`src/common/iciq_pkg.sv`:
```
// Constants of the isolated-input change and interrupt register block.
package iciq_pkg;

  // ---------------------------------------------------------------
  // Register offsets
  // ---------------------------------------------------------------
  localparam logic [3:0] OFS_RELAY_READBACK = 4'h2;
  localparam logic [3:0] OFS_INPUT_LEVELS   = 4'h4;
  localparam logic [3:0] OFS_CHANGE_WATCH   = 4'h6;
  localparam logic [3:0] OFS_IRQ_CTRL       = 4'h8;

  // ---------------------------------------------------------------
  // Field positions
  // ---------------------------------------------------------------
  localparam int BIT_CHANGE_CLR = 0;
  localparam int BIT_IN0_CLR    = 1;
  localparam int BIT_IN1_CLR    = 2;
  localparam int BIT_CHANGE_EN  = 8;
  localparam int BIT_IN0_EN     = 9;
  localparam int BIT_IN1_EN     = 10;

  // ---------------------------------------------------------------
  // Reset values
  // ---------------------------------------------------------------
  localparam logic [15:0] RST_WORD = 16'h0000;
  localparam logic [2:0]  RST_FLAGS = 3'h0;

  // ---------------------------------------------------------------
  // Timing
  // ---------------------------------------------------------------
  localparam int CLK_HZ      = 250000000;
  localparam int SAMPLE_HZ   = 8250000;
  localparam int SAMPLE_DIV  = CLK_HZ / SAMPLE_HZ;

  typedef enum logic [1:0] {
    MODE_OFF    = 2'b00,
    MODE_CHANGE = 2'b01,
    MODE_EDGE   = 2'b11
  } iciq_mode_t;

endpackage

```
`src/hdl/iciq_regs.sv`:
```
// Register block: relay readback, input levels, change watch and interrupts.
`timescale 1ns/1ps

module iciq_regs #(
  parameter int CHANNELS = 16
) (
  // Clock and reset
  input  wire logic                ref_clk,
  input  wire logic                reset,
  // Local register port from the bridge
  input  wire logic [3:0]          lb_addr,
  input  wire logic                lb_wr,
  input  wire logic                lb_rd,
  input  wire logic [15:0]         lb_wdata,
  output logic      [15:0]         lb_rdata,
  output logic                     lb_rvalid,
  // Field pins
  input  wire logic [CHANNELS-1:0] relay_state_bit,
  input  wire logic [CHANNELS-1:0] iso_input_bit,
  // Interrupt request to the bridge
  output logic                     irq_req
);

  if (CHANNELS != 16) begin : g_width_check
    $error("CHANNELS must be 16 to fit the 16-bit registers.");
  end

  localparam int NSYNC = 2 * CHANNELS;
  localparam logic [4:0] DIV_LAST = 5'(iciq_pkg::SAMPLE_DIV - 1);

  // ---------------------------------------------------------------
  // Pin synchronisers
  // ---------------------------------------------------------------
  logic [NSYNC-1:0] pins;
  logic [NSYNC-1:0] s1_q, s2_q, s3_q, lvl_q;
  logic [NSYNC-1:0] s1_d, s2_d, s3_d, lvl_d;

  assign pins = {relay_state_bit, iso_input_bit};

  // A level is taken only once the second and third stages agree.
  for (genvar i = 0; i < NSYNC; i++) begin : g_sync
    always_comb begin
      s1_d[i]  = pins[i];
      s2_d[i]  = s1_q[i];
      s3_d[i]  = s2_q[i];
      lvl_d[i] = (s2_q[i] == s3_q[i]) ? s3_q[i] : lvl_q[i];
    end
  end

  always_ff @(posedge ref_clk) begin
    if (reset) begin
      s1_q  <= '0;
      s2_q  <= '0;
      s3_q  <= '0;
      lvl_q <= '0;
    end else begin
      s1_q  <= s1_d;
      s2_q  <= s2_d;
      s3_q  <= s3_d;
      lvl_q <= lvl_d;
    end
  end

  logic [15:0] relays, inputs;
  assign inputs = lvl_q[CHANNELS-1:0];
  assign relays = lvl_q[NSYNC-1:CHANNELS];

  // ---------------------------------------------------------------
  // Sample rate divider
  // ---------------------------------------------------------------
  logic [4:0] div_q, div_d;
  logic       tick_q, tick_d;

  always_comb begin
    div_d  = (div_q == DIV_LAST) ? 5'h00 : div_q + 5'h01;
    tick_d = (div_q == DIV_LAST);
  end

  always_ff @(posedge ref_clk) begin
    if (reset) begin
      div_q  <= 5'h00;
      tick_q <= 1'b0;
    end else begin
      div_q  <= div_d;
      tick_q <= tick_d;
    end
  end

  // ---------------------------------------------------------------
  // Control registers
  // ---------------------------------------------------------------
  logic [15:0] watch_q, watch_d;
  logic [2:0]  en_q, en_d;
  logic [2:0]  clr;
  logic        wr_watch, wr_ctrl;
  iciq_pkg::iciq_mode_t mode;

  assign wr_watch = lb_wr && (lb_addr == iciq_pkg::OFS_CHANGE_WATCH);
  assign wr_ctrl  = lb_wr && (lb_addr == iciq_pkg::OFS_IRQ_CTRL);

  always_comb begin
    watch_d = wr_watch ? lb_wdata : watch_q;
    en_d    = en_q;
    if (wr_ctrl) begin
      en_d = {lb_wdata[iciq_pkg::BIT_IN1_EN],
              lb_wdata[iciq_pkg::BIT_IN0_EN],
              lb_wdata[iciq_pkg::BIT_CHANGE_EN]};
    end
    // Writing zero to a clear bit leaves the request alone.
    clr = wr_ctrl ? {lb_wdata[iciq_pkg::BIT_IN1_CLR],
                     lb_wdata[iciq_pkg::BIT_IN0_CLR],
                     lb_wdata[iciq_pkg::BIT_CHANGE_CLR]}
                  : 3'h0;
    // A change enable mixed with an edge enable counts as disabled.
    unique case (en_q)
      3'b001:                 mode = iciq_pkg::MODE_CHANGE;
      3'b010, 3'b100, 3'b110: mode = iciq_pkg::MODE_EDGE;
      default:                mode = iciq_pkg::MODE_OFF;
    endcase
  end

  always_ff @(posedge ref_clk) begin
    if (reset) begin
      watch_q <= iciq_pkg::RST_WORD;
      en_q    <= iciq_pkg::RST_FLAGS;
    end else begin
      watch_q <= watch_d;
      en_q    <= en_d;
    end
  end

  // ---------------------------------------------------------------
  // Sampling and event detection
  // ---------------------------------------------------------------
  logic [15:0] samp_q, samp_d;
  logic        primed_q, primed_d;
  logic        chg_ev, in0_ev, in1_ev;

  always_comb begin
    samp_d   = tick_q ? inputs : samp_q;
    primed_d = primed_q | tick_q;
  end

  // The first sample only seeds the history, so no edge is invented.
  assign chg_ev = tick_q && primed_q && (mode == iciq_pkg::MODE_CHANGE)
                  && |((inputs ^ samp_q) & watch_q);
  assign in0_ev = tick_q && primed_q && (mode == iciq_pkg::MODE_EDGE)
                  && en_q[1] && inputs[0] && !samp_q[0];
  assign in1_ev = tick_q && primed_q && (mode == iciq_pkg::MODE_EDGE)
                  && en_q[2] && inputs[1] && !samp_q[1];

  always_ff @(posedge ref_clk) begin
    if (reset) begin
      samp_q   <= iciq_pkg::RST_WORD;
      primed_q <= 1'b0;
    end else begin
      samp_q   <= samp_d;
      primed_q <= primed_d;
    end
  end

  // ---------------------------------------------------------------
  // Pending requests and snapshot
  // ---------------------------------------------------------------
  logic [2:0]  pend_q, pend_d;
  logic [15:0] snap_q, snap_d;
  logic        irq_d;

  // A new event wins over a clear that lands in the same cycle.
  always_comb begin
    pend_d = (pend_q & ~clr) | {in1_ev, in0_ev, chg_ev};
    snap_d = snap_q;
    if (clr[0]) begin
      snap_d = iciq_pkg::RST_WORD;
    end
    if (chg_ev) begin
      snap_d = inputs;
    end
    irq_d = |pend_d;
  end

  always_ff @(posedge ref_clk) begin
    if (reset) begin
      pend_q  <= iciq_pkg::RST_FLAGS;
      snap_q  <= iciq_pkg::RST_WORD;
      irq_req <= 1'b0;
    end else begin
      pend_q  <= pend_d;
      snap_q  <= snap_d;
      irq_req <= irq_d;
    end
  end

  // ---------------------------------------------------------------
  // Read path
  // ---------------------------------------------------------------
  logic [15:0] rdata_d;
  logic        rvalid_d;

  // Each register is one 16-bit word; unmapped offsets read zero.
  always_comb begin
    rdata_d  = lb_rdata;
    rvalid_d = lb_rd;
    if (lb_rd) begin
      unique case (lb_addr)
        iciq_pkg::OFS_RELAY_READBACK: rdata_d = relays;
        iciq_pkg::OFS_INPUT_LEVELS:   rdata_d = inputs;
        iciq_pkg::OFS_CHANGE_WATCH:   rdata_d = snap_q;
        iciq_pkg::OFS_IRQ_CTRL:
          rdata_d = {5'h00, en_q, 5'h00, pend_q};
        default:                      rdata_d = 16'h0000;
      endcase
    end
  end

  always_ff @(posedge ref_clk) begin
    if (reset) begin
      lb_rdata  <= 16'h0000;
      lb_rvalid <= 1'b0;
    end else begin
      lb_rdata  <= rdata_d;
      lb_rvalid <= rvalid_d;
    end
  end
endmodule

```
`config.mk`:
```
export PLATFORM = sky130hd
export DESIGN_NAME = iciq_regs
export DESIGN_NICKNAME = d
export VERILOG_FILES = /design/src/common/iciq_pkg.sv /design/src/hdl/iciq_regs.sv
export SDC_FILE = /design/constraint.sdc
export NUM_CORES = 1
export LEC_CHECK = 0
export ABC_AREA = 1
export BUFFER_PORTS_ARGS = -buffer_cell sky130_fd_sc_hd__buf_2
export CAP_MARGIN = 15
export CORE_MARGIN = 1
export CORE_UTILIZATION = 50
export CTS_CLUSTER_DIAMETER = 120
export DETAILED_ROUTE_END_ITERATION = 7
export GPL_ROUTABILITY_DRIVEN = 1
export PLACE_DENSITY_LB_ADDON = 0.1
export SYNTH_ARGS = -nofsm -noshare
export SYNTH_HDL_FRONTEND = slang
export SYNTH_SLANG_ARGS = --single-unit
```
`constraint.sdc`:
```
create_clock -name ref_clk -period 3.3 [get_ports ref_clk]
set_clock_uncertainty 0.2 [all_clocks]
set_input_delay 0 -clock ref_clk [delete_from_list [all_inputs] [get_ports ref_clk]]
set_output_delay 0 -clock ref_clk [all_outputs]
set_load 0.05 [all_outputs]
```
==> run_results.csv <==
group,metric,value,unit
status,outcome,"complete, but fails checks",
status,violations,"negative hold slack",
cts,cts.sinks,207,
critical_path,slowest_stage,"dlygate4sd3_1",
floorplan,core,14530,sq um
critical_path,path_cells,"dlygate4sd3_1 -> buf_2 -> nand3_1 -> dlygate4sd3_1 -> nor2_2 -> inv_1 -> nor2_1 -> dlygate4sd3_1 -> nor2_1 -> dlygate4sd3_1",
cells_and_area,insertedDiodeCount,0,
cts,tritoncts,"built",
power,leakagePower,3.807,nW
cells_and_area,drive_above_1_share,13.90,%
critical_path,crit_start,"lb_addr[3]",
drt,firstDrtPassIters,7,
cells_and_area,final_common_cell,"dfxtp_1",
cells_and_area,final_net_count,1117,
global_route,grt_pass1_vias,5819,
global_route,antenna_found_initial,0,
floorplan,placement_rows,44,
floorplan,start_util,51.06,%
global_route,grt-ovfl-total,0,
placement,dpl.cell_count,1136,
timing,totalNegativeSetupSlack,0,ps
placement,placed_area,7866,sq um
drt,routed_wl,17390,um
global_route,grt_max_degree,91,
global_route,grt_first_pass_wirelength,27700,um
timing,fin_crit,2700,ps
cells_and_area,final_cell_mix,"dfxtp_1, inv_1, nor2_1, nand2_1, a21oi_1",
drt,routedWlPerCell,13.85,um
cts,post_cts_resize_count,0,
cts,holdBufCountCts,84,
critical_path,rrSetupSlack,1310,ps
critical_path,crit_top_cell,"dlygate4sd3_1",
placement,place_congestion,0.8034,
timing,whs,-6.996,ps
cells_and_area,area_growth,26.66,%
critical_path,crit_fanout,5,
timing,hold_viol_final,2,
timing,fmax,370.4,MHz
timing,post-route-period-util,81.81,%
hold_path,worst_hold_path_type,"in -> reg",
critical_path,worstPathRequired,3490,ps
synthesis,syn_inst,915,
cts,clockRootBuffer,"clkbuf_16",
timing,setup-violations-final,0,
cells_and_area,n_fill_cell,1236,
synthesis,synth_cell_type_count,32,
critical_path,start_kind,"primary input",
drt,drcViolationCount,0,
critical_path,crit_type,"in -> reg",
timing,rsz0062_at_grt,"no",
cts,clock_path_buffers,3,
power,vdd_ir_drop_max,0.5258,mV
synthesis,synth_top_cell_area_share,55.84,%
cts,cts_setup_buffers,0,
cts,clk_pin_slew,60,ps
power,powerDensity,552.9,nW/um^2
synthesis,synth.avg_cell_area,8.110,sq um
timing,maxSlewHeadroom,38.92,%
job,max_cap_violations,0,
drt,viasPerCell,4.934,
placement,hpwl,11130,um
drt,drtIter0Drc,341,
critical_path,arrival,2890,ps
cells_and_area,fin_area,9399,sq um
synthesis,synth_seq_cells,207,
critical_path,critPathMaxStageDelay,610,ps
critical_path,crit_end,"en_q[2]",
critical_path,reg2reg_from,"lvl_q[1]",
synthesis,synthesis.area,7421,sq um
cells_and_area,layout.cells.non_filler,1256,
critical_path,end_kind,"flop",
synthesis,synth_top_cell_by_area,"dfxtp_1",
synthesis,seq_area_frac_synth,55.84,%
floorplan,dieWidth,123.8,um
floorplan,die_area,15330,sq um
synthesis,synth_warnings,0,
floorplan,ios,74,
cts,h-tree-depth,1,
drt,drtAntennaViolNets,0,
critical_path,reg2reg_depth,11,
global_route,grt_usage,23.37,%
timing,setup_ws,600.3,ps
placement,place_ws,1350,ps
power,p_total,0.005197,W
critical_path,r2r-end,"irq_req",
synthesis,synth_area_leaders,"dfxtp_1, inv_1, nor2_1, nand2_1, a21oi_1",
drt,vias,6197,
synthesis,synth_nets,973,
floorplan,die_h,123.8,um
hold_path,holdPathStages,8,
cts,cts-buffers-inserted,21,
timing,tightestPinTransition,916.2,ps
placement,numPortBuffers,73,
cts,worstSkewPairLatency,500,ps
timing,slew_viol_final,0,
-- sequential cells by signal (all words and copies together), names as in the netlist, 3 cells and up --
register and count:
en_q 3, snap_q 16, lb_rdata 16, lvl_q 32, watch_q 16, div_q 5
s2_q 32, pend_q 3, s3_q 32, samp_q 16, s1_q 32
-- per-layer routing --
metal  up-vias  part of all wire, %  global-route usage, %
met2       154                   47                  40.03
li1       3174                    -                      -
met4         0                  2.2                  6.401
met3        25                  5.3                  3.480
met1      2844                   46                  30.58
met5         -                    0                      0
-- synthesized netlist by cell type --
master / instances
o21ai_1: 1
nand3_1: 52
buf_12: 1
inv_1: 143
nand3_2: 9
a211oi_1: 26
xnor2_1: 2
nor2_2: 3
ha_1: 2
a21oi_2: 10
nor4_4: 1
nor4_1: 1
buf_6: 1
inv_2: 13
o221ai_1: 10
clkbuf_1: 29
nor2_4: 1
nand2_4: 2
o22ai_1: 1
nand2_1: 129
nand2_2: 2
buf_2: 4
clkinv_1: 1
buf_4: 1
nand4_1: 2
nor3_1: 1
a21oi_1: 91
o2111ai_1: 5
dfxtp_1: 207
buf_1: 4
nor2_1: 131
o21ai_0: 29
-- critical path: cells and delay by family --
family / cells / cell delay, ps
buffers and inverters: 6 / 2470
AND/OR/NAND/NOR: 4 / 420
-- cell families after synthesis --
group | after synthesis | share of synthesized area [%]
fa+ha+maj | 2 | 0.3372
simple gates | 334 | 19.36
xor+xnor | 2 | 0.2361
buf+inv | 197 | 10.40
compound gates | 173 | 13.83
flops | 207 | 55.84
-- cell type report --
type	instances	area (sq um)	share of cell area, %
clock buffer	31	613.1	6.523
timing repair buffer	161	1239	13.18
tap	184	230.2	2.449
inverter	157	589.3	6.270
clock inverter	5	78.83	0.8387
multi-input combinational	511	2505	26.65
sequential	207	4144	44.09
-- stage by stage --
step	hold WS, ps	util, %
global route	55.01	64.67
global placement	-2.073	54.12
CTS	0.2528	64.67
detailed placement	6.125	54.12
finish	-6.996	64.67
floorplan	-93.03	-
-- how the worst min path moves through the flow --
| stage | start | end | slack (ps) |
|---|---|---|---|
| 2_1_floorplan | iso_input_bit[0] | s1_q[0] | -90 |
| 3_3_place_gp | relay_state_bit[10] | s1_q[26] | -2 |
| 3_5_place_dp | iso_input_bit[14] | s1_q[14] | 6 |
| 4_1_cts | lb_addr[0] | watch_q[10] | 0.3 |
| 5_1_grt | relay_state_bit[11] | s1_q[27] | 60 |
| 6_report | lb_addr[1] | lb_rdata[2] | -7 |
-- report_power, final --
group | internal [W] | switching [W]
clock network | 0.00144 | 0.000944
registers | 0.00255 | 0.0000245
logic | 0.000110 | 0.000125
Power figures use the tool's default switching activity.
